===== src/pkg/smp_pkg.sv =====
// Shared constants of the servo motion protection block: register map,
// field positions, reset values and mode codes.
// Assumes a 32-bit AXI4-Lite register bus and a 50 MHz system clock.
package smp_pkg;

  // Register byte offsets
  localparam logic [7:0] SMP_OFS_CTRL       = 8'h00;
  localparam logic [7:0] SMP_OFS_TRAVEL     = 8'h04;
  localparam logic [7:0] SMP_OFS_DEV_LEVEL  = 8'h08;
  localparam logic [7:0] SMP_OFS_HYB_LEVEL  = 8'h0C;
  localparam logic [7:0] SMP_OFS_OVS_LEVEL  = 8'h10;
  localparam logic [7:0] SMP_OFS_STATUS     = 8'h14;
  localparam logic [7:0] SMP_OFS_MASK       = 8'h18;
  localparam logic [7:0] SMP_OFS_RANGE_MIN  = 8'h1C;
  localparam logic [7:0] SMP_OFS_RANGE_MAX  = 8'h20;
  localparam logic [7:0] SMP_OFS_ALARMS     = 8'h24;

  // Control register fields
  localparam int SMP_CTRL_MODE_LSB  = 0;  // Two bits: control mode
  localparam int SMP_CTRL_STOP_LSB  = 2;  // Two bits: alarm stop sequence
  localparam int SMP_CTRL_UNIT_BIT  = 4;  // Deviation unit select
  localparam int SMP_CTRL_OTSEQ_LSB = 5;  // Two bits: over-travel sequence
  localparam int SMP_CTRL_ACLR_BIT  = 7;  // Write 1: clear latched alarms

  // Control mode codes
  localparam logic [1:0] SMP_MODE_POSITION = 2'h0;
  localparam logic [1:0] SMP_MODE_VELOCITY = 2'h1;
  localparam logic [1:0] SMP_MODE_TORQUE   = 2'h2;
  localparam logic [1:0] SMP_MODE_FULL_CL  = 2'h3;

  // Over-travel sequence code that clears the deviation
  localparam logic [1:0] SMP_OTSEQ_CLEAR = 2'h2;

  // Event / alarm bit positions
  localparam int SMP_EV_RANGE = 0;
  localparam int SMP_EV_DEV   = 1;
  localparam int SMP_EV_HYB   = 2;
  localparam int SMP_EV_OVS   = 3;
  localparam int SMP_EV_N     = 4;

  // Alarm numbers, reported for software
  localparam logic [7:0] SMP_ALM_RANGE_NO = 8'h22;  // 34
  localparam logic [7:0] SMP_ALM_DEV_NO   = 8'h18;  // 24.0
  localparam logic [7:0] SMP_ALM_HYB_NO   = 8'h19;  // 25.0
  localparam logic [7:0] SMP_ALM_OVS_NO   = 8'h1A;  // 26.0

  // Reset values
  localparam logic [31:0] SMP_RST_CTRL      = 32'h0000_0000;
  localparam logic [31:0] SMP_RST_TRAVEL    = 32'h0000_2710;  // 10000
  localparam logic [31:0] SMP_RST_DEV_LEVEL = 32'h0001_86A0;  // 100000
  localparam logic [31:0] SMP_RST_HYB_LEVEL = 32'h0000_3E80;  // 16000
  localparam logic [31:0] SMP_RST_MASK      = 32'h0000_0000;
  localparam int          SMP_OVS_NUM       = 12;             // Factor 1.2
  localparam int          SMP_OVS_DEN       = 10;

  // AXI responses
  localparam logic [1:0] SMP_RESP_OKAY   = 2'h0;
  localparam logic [1:0] SMP_RESP_SLVERR = 2'h2;

  // Alarm stop sequence states
  typedef enum logic [1:0] {SMP_RUN, SMP_DECEL, SMP_HALT} smp_stop_type;

endpackage : smp_pkg


===== src/hw/smp_range_track.sv =====
// Accumulates position command steps and tracks their running min and max.
// Assumes one step per valid cycle and a synchronous clear from the caller.
`timescale 1ns/10ps
`default_nettype none
module smp_range_track #(
  parameter int W = 32
) (
  input  wire logic                aclk,
  input  wire logic                aresetn,
  input  wire logic                clear,
  input  wire logic                step_valid,
  input  wire logic signed [W-1:0] step,
  output logic signed [W-1:0]      acc_q,
  output logic signed [W-1:0]      min_q,
  output logic signed [W-1:0]      max_q
);

  logic signed [W-1:0] acc_d;

  // Next accumulated command position
  always_comb begin
    acc_d = step_valid ? acc_q + step : acc_q;
  end

  // Running extent; clear pulls everything back to the origin
  always_ff @(posedge aclk) begin
    if (!aresetn || clear) begin
      acc_q <= '0;
      min_q <= '0;
      max_q <= '0;
    end else begin
      acc_q <= acc_d;
      if (acc_d < min_q) min_q <= acc_d;
      if (acc_d > max_q) max_q <= acc_d;
    end
  end

endmodule : smp_range_track
`default_nettype wire


===== src/hw/smp_protect.sv =====
// Servo motion protection: working range, deviation, hybrid deviation and
// over-speed supervision, with an AXI4-Lite register file and interrupt.
// Assumes all drive-side inputs are synchronous to aclk; servo_on, the clear and test flags are levels.
//
// The register addresses and the AXI4-Lite slave port are this design's own decisions.
`timescale 1ns/10ps
`default_nettype none
// How it works
// RL1: Motor beyond command range plus travel raises working-range alarm 34 and stops.
// RL2: Working-range check only in position or full-closed control mode.
// RL3: Working-range check only with servo on; servo off gives no alarm.
// RL4: Alarm stop decelerates by the configured stop sequence, not an abrupt cut.
// RL5: Tool trial run or frequency measurement disables working-range protection.
// RL6: Without commands the range is travel on both sides of motor position.
// RL7: Commands widen range to command input range plus travel each side.
// RL8: Command input range is cleared to zero at power-up.
// RL9: Range held at zero while deviation is cleared, including over-travel sequence 2.
// RL10: Range cleared at start and end of communication trial run.
// RL11: Over-speed alarm 26.0 when speed exceeds level; default max speed times 1.2.
// RL12: Deviation alarm 24.0 in position or full-closed when deviation exceeds level.
// RL13: Unit select 0 uses command-unit deviation, 1 encoder or full-closed deviation.
// RL14: Deviation level defaults to 100000 command-unit pulses.
// RL15: With unit select 1, filter and damping settings do not affect deviation.
// RL16: Full-closed hybrid deviation beyond level raises alarm 25.0; default 16000.
// RL17: Torque-in-limit output follows motor torque held at its limit.
// RL18: Command range is running min and max of accumulated command position.
module smp_protect
  import smp_pkg::*;
#(
  parameter int          POS_W           = 32,
  parameter logic [31:0] MOTOR_MAX_SPEED = 32'h0000_1388  // 5000 r/min
) (
  input  wire logic                    aclk,
  input  wire logic                    aresetn,
  // AXI4-Lite slave
  input  wire logic                    s_axi_awvalid,
  output logic                         s_axi_awready,
  input  wire logic [7:0]              s_axi_awaddr,
  input  wire logic                    s_axi_wvalid,
  output logic                         s_axi_wready,
  input  wire logic [31:0]             s_axi_wdata,
  input  wire logic [3:0]              s_axi_wstrb,
  output logic                         s_axi_bvalid,
  input  wire logic                    s_axi_bready,
  output logic [1:0]                   s_axi_bresp,
  input  wire logic                    s_axi_arvalid,
  output logic                         s_axi_arready,
  input  wire logic [7:0]              s_axi_araddr,
  output logic                         s_axi_rvalid,
  input  wire logic                    s_axi_rready,
  output logic [31:0]                  s_axi_rdata,
  output logic [1:0]                   s_axi_rresp,
  // Drive side
  input  wire logic                    servo_on,
  input  wire logic                    cmd_step_valid,
  input  wire logic signed [POS_W-1:0] cmd_step,
  input  wire logic signed [POS_W-1:0] motor_pos,
  input  wire logic signed [POS_W-1:0] scale_pos,
  input  wire logic signed [POS_W-1:0] cmd_unit_deviation,
  input  wire logic signed [POS_W-1:0] enc_unit_deviation,
  input  wire logic signed [POS_W-1:0] motor_speed,
  input  wire logic                    torque_at_limit,
  input  wire logic                    deviation_clear,
  input  wire logic                    overtravel_inhibit,
  input  wire logic                    tool_trial_run,
  input  wire logic                    tool_freq_measure,
  input  wire logic                    comm_trial_run,
  output logic                         torque_in_limit_output,
  output logic                         decel_stop_q,
  output logic                         motor_halted_q,
  output logic [1:0]                   stop_sequence_q,
  output logic [SMP_EV_N-1:0]          alarm_q,
  output logic                         irq_q
);

  // Elaboration check on the datapath width
  if (POS_W < 16 || POS_W > 32) begin : g_bad_width
    $error("smp_protect: POS_W must lie in 16..32");
  end

  localparam int EW = POS_W + 2;  // Headroom for range sums
  localparam logic [31:0] OVS_RST = 32'(MOTOR_MAX_SPEED * SMP_OVS_NUM / SMP_OVS_DEN);

  // Sign-extend into the wide compare domain
  function automatic logic signed [EW-1:0] ext(input logic signed [POS_W-1:0] v);
    ext = EW'(v);
  endfunction : ext

  // Magnitude of a signed value, used by every level compare
  function automatic logic [EW-1:0] mag(input logic signed [EW-1:0] v);
    mag = v[EW-1] ? EW'(-v) : v;
  endfunction : mag

  // Configuration and status registers
  logic [31:0]         ctrl_q;
  logic [31:0]         travel_q;
  logic [31:0]         dev_level_q;
  logic [31:0]         hyb_level_q;
  logic [31:0]         ovs_level_q;
  logic [SMP_EV_N-1:0] status_q;
  logic [SMP_EV_N-1:0] mask_q;

  // Bus bookkeeping
  logic        aw_have_q;
  logic        w_have_q;
  logic [7:0]  awaddr_q;
  logic [31:0] wdata_q;
  logic [3:0]  wstrb_q;
  logic        aw_take;
  logic        w_take;
  logic        wr_do;
  logic        ar_take;
  logic        wr_hit;
  logic        rd_hit;
  logic        status_rd;

  // Protection datapath
  logic signed [POS_W-1:0] acc_q;
  logic signed [POS_W-1:0] min_q;
  logic signed [POS_W-1:0] max_q;
  logic signed [POS_W-1:0] base_q;
  logic                    comm_trial_q;
  logic                    range_clear;
  logic                    pos_mode;
  logic                    full_mode;
  logic                    range_armed;
  logic signed [EW-1:0]    rel_pos;
  logic signed [EW-1:0]    lo_lim;
  logic signed [EW-1:0]    hi_lim;
  logic [EW-1:0]           dev_mag;
  logic [SMP_EV_N-1:0]     det;
  logic [SMP_EV_N-1:0]     evt;
  logic                    alarm_clr;
  smp_stop_type            stop_q;

  // Register address decode
  function automatic logic mapped(input logic [7:0] a);
    case (a)
      SMP_OFS_CTRL, SMP_OFS_TRAVEL, SMP_OFS_DEV_LEVEL, SMP_OFS_HYB_LEVEL,
      SMP_OFS_OVS_LEVEL, SMP_OFS_STATUS, SMP_OFS_MASK, SMP_OFS_RANGE_MIN,
      SMP_OFS_RANGE_MAX, SMP_OFS_ALARMS: mapped = 1'b1;
      default:                           mapped = 1'b0;
    endcase
  endfunction : mapped

  // Byte-lane merge of a write into a register
  function automatic logic [31:0] merge(input logic [31:0] old, input logic [31:0] nw,
                                        input logic [3:0] be);
    for (int i = 0; i < 4; i++) begin
      merge[8*i +: 8] = be[i] ? nw[8*i +: 8] : old[8*i +: 8];
    end
  endfunction : merge

  assign aw_take   = s_axi_awvalid & s_axi_awready;
  assign w_take    = s_axi_wvalid & s_axi_wready;
  assign wr_do     = aw_have_q & w_have_q & ~s_axi_bvalid;
  assign ar_take   = s_axi_arvalid & s_axi_arready;
  assign wr_hit    = mapped(awaddr_q);
  assign rd_hit    = mapped(s_axi_araddr);
  assign status_rd = ar_take & (s_axi_araddr == SMP_OFS_STATUS);
  assign alarm_clr = wr_do & (awaddr_q == SMP_OFS_CTRL) & wstrb_q[0]
                   & wdata_q[SMP_CTRL_ACLR_BIT];

  // Write channels: address and data taken in either order, answered together
  always_ff @(posedge aclk) begin
    if (!aresetn) begin
      aw_have_q     <= 1'b0;
      w_have_q      <= 1'b0;
      s_axi_awready <= 1'b0;
      s_axi_wready  <= 1'b0;
      s_axi_bvalid  <= 1'b0;
      s_axi_bresp   <= SMP_RESP_OKAY;
      awaddr_q      <= 8'h00;
      wdata_q       <= 32'h0000_0000;
      wstrb_q       <= 4'h0;
    end else begin
      aw_have_q     <= (aw_have_q | aw_take) & ~wr_do;
      w_have_q      <= (w_have_q | w_take) & ~wr_do;
      s_axi_awready <= ~(aw_have_q | aw_take) & ~(s_axi_bvalid | wr_do);
      s_axi_wready  <= ~(w_have_q | w_take) & ~(s_axi_bvalid | wr_do);
      if (aw_take) awaddr_q <= s_axi_awaddr;
      if (w_take) begin
        wdata_q <= s_axi_wdata;
        wstrb_q <= s_axi_wstrb;
      end
      if (wr_do) begin
        s_axi_bvalid <= 1'b1;
        s_axi_bresp  <= wr_hit ? SMP_RESP_OKAY : SMP_RESP_SLVERR;
      end else if (s_axi_bready) begin
        s_axi_bvalid <= 1'b0;
      end
    end
  end

  // Writable registers; the alarm-clear bit is a strobe and never stored
  always_ff @(posedge aclk) begin
    if (!aresetn) begin
      ctrl_q      <= SMP_RST_CTRL;
      travel_q    <= SMP_RST_TRAVEL;
      dev_level_q <= SMP_RST_DEV_LEVEL;  // [RL14]
      hyb_level_q <= SMP_RST_HYB_LEVEL;  // [RL16]
      ovs_level_q <= OVS_RST;            // [RL11]
      mask_q      <= SMP_EV_N'(SMP_RST_MASK);
    end else if (wr_do) begin
      case (awaddr_q)
        SMP_OFS_CTRL: begin
          ctrl_q <= merge(ctrl_q, wdata_q, wstrb_q) & ~(32'h0000_0001 << SMP_CTRL_ACLR_BIT);
        end
        SMP_OFS_TRAVEL:    travel_q    <= merge(travel_q, wdata_q, wstrb_q);
        SMP_OFS_DEV_LEVEL: dev_level_q <= merge(dev_level_q, wdata_q, wstrb_q);
        SMP_OFS_HYB_LEVEL: hyb_level_q <= merge(hyb_level_q, wdata_q, wstrb_q);
        SMP_OFS_OVS_LEVEL: ovs_level_q <= merge(ovs_level_q, wdata_q, wstrb_q);
        SMP_OFS_MASK:      mask_q      <= wstrb_q[0] ? wdata_q[SMP_EV_N-1:0] : mask_q;
        default: ;
      endcase
    end
  end

  // Read channel; data registered at the address handshake
  always_ff @(posedge aclk) begin
    if (!aresetn) begin
      s_axi_arready <= 1'b0;
      s_axi_rvalid  <= 1'b0;
      s_axi_rdata   <= 32'h0000_0000;
      s_axi_rresp   <= SMP_RESP_OKAY;
    end else begin
      s_axi_arready <= ~(s_axi_rvalid | ar_take);
      if (ar_take) begin
        s_axi_rvalid <= 1'b1;
        s_axi_rresp  <= rd_hit ? SMP_RESP_OKAY : SMP_RESP_SLVERR;
        case (s_axi_araddr)
          SMP_OFS_CTRL:      s_axi_rdata <= ctrl_q;
          SMP_OFS_TRAVEL:    s_axi_rdata <= travel_q;
          SMP_OFS_DEV_LEVEL: s_axi_rdata <= dev_level_q;
          SMP_OFS_HYB_LEVEL: s_axi_rdata <= hyb_level_q;
          SMP_OFS_OVS_LEVEL: s_axi_rdata <= ovs_level_q;
          SMP_OFS_STATUS:    s_axi_rdata <= 32'(status_q);
          SMP_OFS_MASK:      s_axi_rdata <= 32'(mask_q);
          SMP_OFS_RANGE_MIN: s_axi_rdata <= 32'(min_q);
          SMP_OFS_RANGE_MAX: s_axi_rdata <= 32'(max_q);
          SMP_OFS_ALARMS:    s_axi_rdata <= 32'(alarm_q);
          default:           s_axi_rdata <= 32'h0000_0000;
        endcase
      end else if (s_axi_rready) begin
        s_axi_rvalid <= 1'b0;
      end
    end
  end

  // Mode decode from the control register
  assign full_mode = ctrl_q[SMP_CTRL_MODE_LSB +: 2] == SMP_MODE_FULL_CL;
  assign pos_mode  = (ctrl_q[SMP_CTRL_MODE_LSB +: 2] == SMP_MODE_POSITION) | full_mode;

  // Conditions that zero the command input range
  assign range_clear = deviation_clear  // [RL9]
                     | (ctrl_q[SMP_CTRL_OTSEQ_LSB +: 2] == SMP_OTSEQ_CLEAR
                        & overtravel_inhibit)  // [RL9]
                     | (comm_trial_run ^ comm_trial_q);  // [RL10]

  // Edge memory for the communication trial run
  always_ff @(posedge aclk) begin
    if (!aresetn) comm_trial_q <= 1'b0;
    else          comm_trial_q <= comm_trial_run;
  end

  // Command accumulation and its running extent
  smp_range_track #(
    .W (POS_W)
  ) u_track (
    .aclk       (aclk),
    .aresetn    (aresetn),         // [RL8]
    .clear      (range_clear),
    .step_valid (cmd_step_valid),  // [RL18]
    .step       (cmd_step),
    .acc_q      (acc_q),
    .min_q      (min_q),
    .max_q      (max_q)
  );

  // Origin of the range: motor position whenever the range is zeroed
  always_ff @(posedge aclk) begin
    if (!aresetn) base_q <= '0;
    else if (range_clear || !servo_on) base_q <= motor_pos;  // [RL6]
  end

  // Movable range: command extent widened by travel on both sides
  assign rel_pos = ext(motor_pos) - ext(base_q);
  assign lo_lim  = ext(min_q) - EW'(travel_q[POS_W-1:0]);  // [RL7]
  assign hi_lim  = ext(max_q) + EW'(travel_q[POS_W-1:0]);  // [RL7]

  // Working range only in position modes, servo on and no tool test running
  assign range_armed = pos_mode  // [RL2]
                     & servo_on  // [RL3]
                     & ~(tool_trial_run | tool_freq_measure)  // [RL5]
                     & ~range_clear;

  // Deviation source: raw encoder deviation bypasses filter and damping
  assign dev_mag = ctrl_q[SMP_CTRL_UNIT_BIT] ? mag(ext(enc_unit_deviation))  // [RL13] [RL15]
                                             : mag(ext(cmd_unit_deviation)); // [RL13]

  // Raw detections
  always_comb begin
    det               = '0;
    det[SMP_EV_RANGE] = range_armed & ((rel_pos < lo_lim) | (rel_pos > hi_lim));  // [RL1]
    det[SMP_EV_DEV]   = pos_mode & (dev_mag > EW'(dev_level_q[POS_W-1:0]));       // [RL12]
    det[SMP_EV_HYB]   = full_mode
                      & (mag(ext(motor_pos) - ext(scale_pos))
                         > EW'(hyb_level_q[POS_W-1:0]));                          // [RL16]
    det[SMP_EV_OVS]   = mag(ext(motor_speed)) > EW'(ovs_level_q[POS_W-1:0]);      // [RL11]
  end

  // New alarms only; a latched alarm does not re-raise its event
  assign evt = det & ~alarm_q;

  // Latched alarms, released only by the alarm-clear strobe
  always_ff @(posedge aclk) begin
    if (!aresetn)       alarm_q <= '0;
    else if (alarm_clr) alarm_q <= det;
    else                alarm_q <= alarm_q | det;
  end

  // Sticky status; a set in the read cycle survives the clear
  always_ff @(posedge aclk) begin
    if (!aresetn)       status_q <= '0;
    else if (status_rd) status_q <= evt;
    else                status_q <= status_q | evt;
  end

  // Interrupt level from unmasked status, one cycle behind the status bit
  always_ff @(posedge aclk) begin
    if (!aresetn) irq_q <= 1'b0;
    else          irq_q <= |(status_q & mask_q);
  end

  // Controlled stop: decelerate by the chosen sequence, then hold
  always_ff @(posedge aclk) begin
    if (!aresetn) begin
      stop_q          <= SMP_RUN;
      decel_stop_q    <= 1'b0;
      motor_halted_q  <= 1'b0;
      stop_sequence_q <= 2'h0;
    end else begin
      case (stop_q)
        SMP_RUN: begin
          if (|alarm_q) begin
            stop_q          <= SMP_DECEL;
            decel_stop_q    <= 1'b1;  // [RL4]
            stop_sequence_q <= ctrl_q[SMP_CTRL_STOP_LSB +: 2];  // [RL4]
          end
        end
        SMP_DECEL: begin
          if (motor_speed == '0) begin
            stop_q         <= SMP_HALT;
            decel_stop_q   <= 1'b0;
            motor_halted_q <= 1'b1;
          end
        end
        SMP_HALT: begin
          if (alarm_q == '0) begin
            stop_q         <= SMP_RUN;
            motor_halted_q <= 1'b0;
          end
        end
        default: stop_q <= SMP_RUN;
      endcase
    end
  end

  // Torque limit indication, registered for a clean output
  always_ff @(posedge aclk) begin
    if (!aresetn) torque_in_limit_output <= 1'b0;
    else          torque_in_limit_output <= torque_at_limit;  // [RL17]
  end

endmodule : smp_protect
`default_nettype wire


===== config.mk =====
export PLATFORM = sky130hd
export DESIGN_NAME = smp_protect
export DESIGN_NICKNAME = d
export VERILOG_FILES = /design/src/pkg/smp_pkg.sv /design/src/hw/smp_range_track.sv /design/src/hw/smp_protect.sv
export SDC_FILE = /design/constraint.sdc
export NUM_CORES = 2
export LEC_CHECK = 0
export ABC_AREA = 1
export BUFFER_PORTS_ARGS = -buffer_cell sky130_fd_sc_hd__buf_2
export CORE_ASPECT_RATIO = 1.1
export CORE_UTILIZATION = 39
export CTS_BUF_LIST = sky130_fd_sc_hd__clkbuf_8
export DETAILED_ROUTE_END_ITERATION = 8
export SLEW_MARGIN = 10
export SYNTH_ARGS = -nofsm -noshare
export SYNTH_HDL_FRONTEND = slang
export SYNTH_SLANG_ARGS = --single-unit
export TNS_END_PERCENT = 20

===== constraint.sdc =====
create_clock -name aclk -period 11.45 [get_ports aclk]
set_input_delay 0.5725 -clock aclk [delete_from_list [all_inputs] [get_ports aclk]]
set_output_delay 0.5725 -clock aclk [all_outputs]
set_load 0.01 [all_outputs]

==> flow_summary.json <==
{
  "clock_skew_ps": 34.1,
  "slowest_stage": "fa_1",
  "h-tree-depth": 3,
  "synth_top_area_share_pct": 23.5,
  "synth_area_per_cell_um2": 6.47,
  "final-hold-violation-count": 0,
  "tns_ps": 0,
  "drv_slew": 0,
  "die-area_um2": 87100,
  "cts_buffer_depth": 3,
  "cts_hold_buf": 0,
  "fillers": 9241,
  "rrSetupSlack_ps": 6130,
  "multi_input_area_um2": 21900,
  "drt_pass1_iterations": 8,
  "drt-total-wl_um": 127000,
  "final_cells": 6646,
  "drive_above_1_share_pct": 9.86,
  "ys_seq_area_share_pct": 23.5,
  "ir_worst_vdd_uv": 59.1,
  "grt_pass1_wl_um": 191000,
  "grt_pass1_vias": 32743,
  "outcome": "completed",
  "regArea_um2": 7870,
  "initial_core_util_pct": 39.5,
  "synth_edf_count": 0,
  "power_mw": 4.30,
  "p_sw_share_pct": 38.6,
  "pin_count": 310,
  "clk_pin_slew_ps": 70,
  "period_needed_ps": 5320,
  "ff2ff_path_depth": 28,
  "clockPowerShare_pct": 32.2,
  "ys_top_cells_by_area": "dfxtp_1, ha_1, nand2_1",
  "ant_nets": 0,
  "ys_ff_latch": 393,
  "rsz0062_at_grt": "false",
  "p_sw_mw": 1.66,
  "finalNetCount": 6110,
  "synth_common_cells": "nand2_1, inv_1, nor2_1",
  "pwr-share-comb_pct": 33.9,
  "rows": 112,
  "synth_flop_cell": "dfxtp_1",
  "timing.final.crit_share_pct": 46.5,
  "reg2reg_to": "status_q[0]$_SDFF_PN0_",
  "gp_congestion": 0.994,
  "dpl.hpwl_um": 104000,
  "synth_cell_types": 63,
  "cp_common_cell": "nand2_1",
  "worstPathMaxFanout": 3,
  "grt-ovfl-total": 0,
  "synthesis.area_um2": 33500,
  "cts_buffers": 72,
  "seqPwrFrac_pct": 33.9,
  "synth_warnings": 0,
  "min_from": "torque_at_limit",
  "via_count": 35346,
  "area_growth_pct": 12.2,
  "setup.worst_path.end_class": "flip-flop",
  "fmax_mhz": 188,
  "drc_errors": 0,
  "intPower_mw": 2.64,
  "coreArea_um2": 84900,
  "synthCells": 5182,
  "hold_path_end": "torque_in_limit_output$_SDFF_PN0_",
  "io_buffers": 307,
  "maxCapViolations": 0,
  "start_kind": "flip-flop",
  "cts_tree": "built",
  "routedWlPerCell_um": 19.1,
  "clock_latency_ps": 700,
  "hold_path_class": "in -> reg",
  "cpPeakStageDelay_ps": 430,
  "cp.required_ps": 12020,
  "die_y_um": 309,
  "rr_startpoint": "u_track.min_q[0]$_SDFFE_PP0P_",
  "p_leak_nw": 18.2,
  "worst_ep_arrival_time_ps": 5890,
  "worst_pin_slew_ps": 1150,
  "async_flop_share_pct": 0,
  "whs_path_depth": 3,
  "antenna_found_initial": 2,
  "grt_usage_pct": 28.6,
  "grt_start_max_net_pins": 125,
  "yosysMostFrequentCell": "nand2_1",
  "cts_sinks": 393,
  "postCtsSetupBuffers": 0,
  "max-slew-margin-rel_pct": 23.3,
  "via_per_inst": 5.32,
  "root_buffer": "clkbuf_8",
  "synth_top_area_cell": "dfxtp_1",
  "critPathKind": "reg -> reg",
  "finalSetupViolations": 0,
  "post-route-util_pct": 44.3,
  "die_x_um": 281,
  "drtIter0Drc": 2934,
  "cts_resized": 0,
  "power_density_nw_per_um2": 114,
  "dp.cells": 6520
}
-- how the worst max path moves through the flow --
stage	end	start	slack [ps]	cells past startpoint
6_report	status_q[0]$_SDFF_PN0_	u_track.min_q[0]$_SDFFE_PP0P_	6130	28
5_1_grt	alarm_q[0]$_SDFF_PN0_	u_track.min_q[0]$_SDFFE_PP0P_	5660	28
4_1_cts	status_q[0]$_SDFF_PN0_	u_track.min_q[0]$_SDFFE_PP0P_	6210	28
3_5_place_dp	u_track.max_q[30]$_SDFFE_PP0N_	cmd_step[1]	5990	27
3_3_place_gp	status_q[0]$_SDFF_PN0_	motor_pos[0]	6020	28
2_1_floorplan	u_track.max_q[23]$_SDFFE_PP0N_	cmd_step[0]	7320	25
-- critical path: cells and delay by family, from the launching register on --
family / cells / cell delay [ps]
AO/OA/AOI/OAI: 9 / 2070
flip-flops: 1 / 320
adder cells (fa/ha/maj): 3 / 910
AND/OR/NAND/NOR: 13 / 1470
buffers and inverters: 3 / 450
-- sequential cells by signal (all words and copies together), names as in the netlist, 8 cells and up --
signal / cells
base_q: 32
dev_level_q: 32
hyb_level_q: 32
ovs_level_q: 32
s_axi_rdata: 32
travel_q: 32
u_track.acc_q: 32
u_track.max_q: 32
u_track.min_q: 32
wdata_q: 32
ctrl_q: 31
awaddr_q: 8
-- per-layer routing --
metal	GRT usage [%]	share of wire (%)
met2	47.4	46
met5	0	0.0087
met3	3.96	6.5
met4	11.6	4.2
met1	37.1	44
-- final cells by class --
class / instances / share of cell area, %
Tap cell: 1140 / 3.79
Antenna cell: 1 / 0.00665
Clock inverter: 37 / 0.615
Clock buffer: 88 / 3.22
Multi-Input combinational cell: 3808 / 58.4
Timing Repair Buffer: 336 / 4.68
Inverter: 843 / 8.41
Sequential cell: 393 / 20.9
-- cell families (layout without fill, tap and decap cells) --
kind of cell | count (synthesis) | after routing | share of synthesized area [%]
buffers and inverters | 982 | 1304 | 11.1
and+or+nand+nor | 1957 | 1957 | 24.7
other | 1 | 3 | 0.0112
xor gates and xnor gates | 173 | 173 | 4.61
AOI/OAI and AO/OA | 1279 | 1279 | 21.2
adders and majority gates | 397 | 397 | 14.9
DFF | 393 | 393 | 23.5
-- cell usage in the layout, fill, tap and decap left out, types with 7 or more instances in the layout --
master     Yosys  final
a221oi_1      20     20
a21oi_1      505    505
a31oi_1       31     31
o21ai_0      456    456
o21a_1        14     14
buf_2         10    306
o21ai_1       32     32
nand2_2       25     27
o22ai_1       71     71
nor2_2        11     13
or2_2          9      9
a21o_1        16     16
ha_1         392    392
nor3_1        81     81
nor4_1        19     19
a21boi_0      16     16
inv_2         13     13
buf_4          5     29
nor2_1       588    586
nand3_1      177    175
clkbuf_8       0     88
a2111oi_0     23     23
nor3_2         8      8
nand3b_1      12     12
o211ai_1      30     30
nand3_2        5      7
nand4_1       80     80
o31ai_1        9      9
a211oi_1      12     12
xor2_1       108    108
nand2_1      923    921
xnor2_1       61     61
inv_1        826    848
dfxtp_1      393    393
o221ai_1      12     12
-- stage by stage --
| stage | cell area, µm² | hold WS (ps) | worst slack [ps] |
|---|---|---|---|
| 2_1_floorplan | 33500 | 397 | 7320 |
| 3_3_place_gp | 36200 | 419 | 6020 |
| 3_5_place_dp | 36200 | 408 | 5990 |
| 4_1_cts | 37600 | 41.1 | 6210 |
| 5_1_grt | 37600 | 71.6 | 5660 |
| 6_report | 37600 | 86.1 | 6130 |
-- power by group through the flow --
stage	logic (mW)	registers [mW]	clock network, mW
after global routing	1.66	1.46	1.47
after global placement	1.43	1.49	0
after floorplan	1.02	1.46	0
after detailed placement	1.45	1.49	0
after CTS	1.46	1.46	1.40
final	1.46	1.46	1.38
No activity file was read; power rests on OpenSTA's default activity.
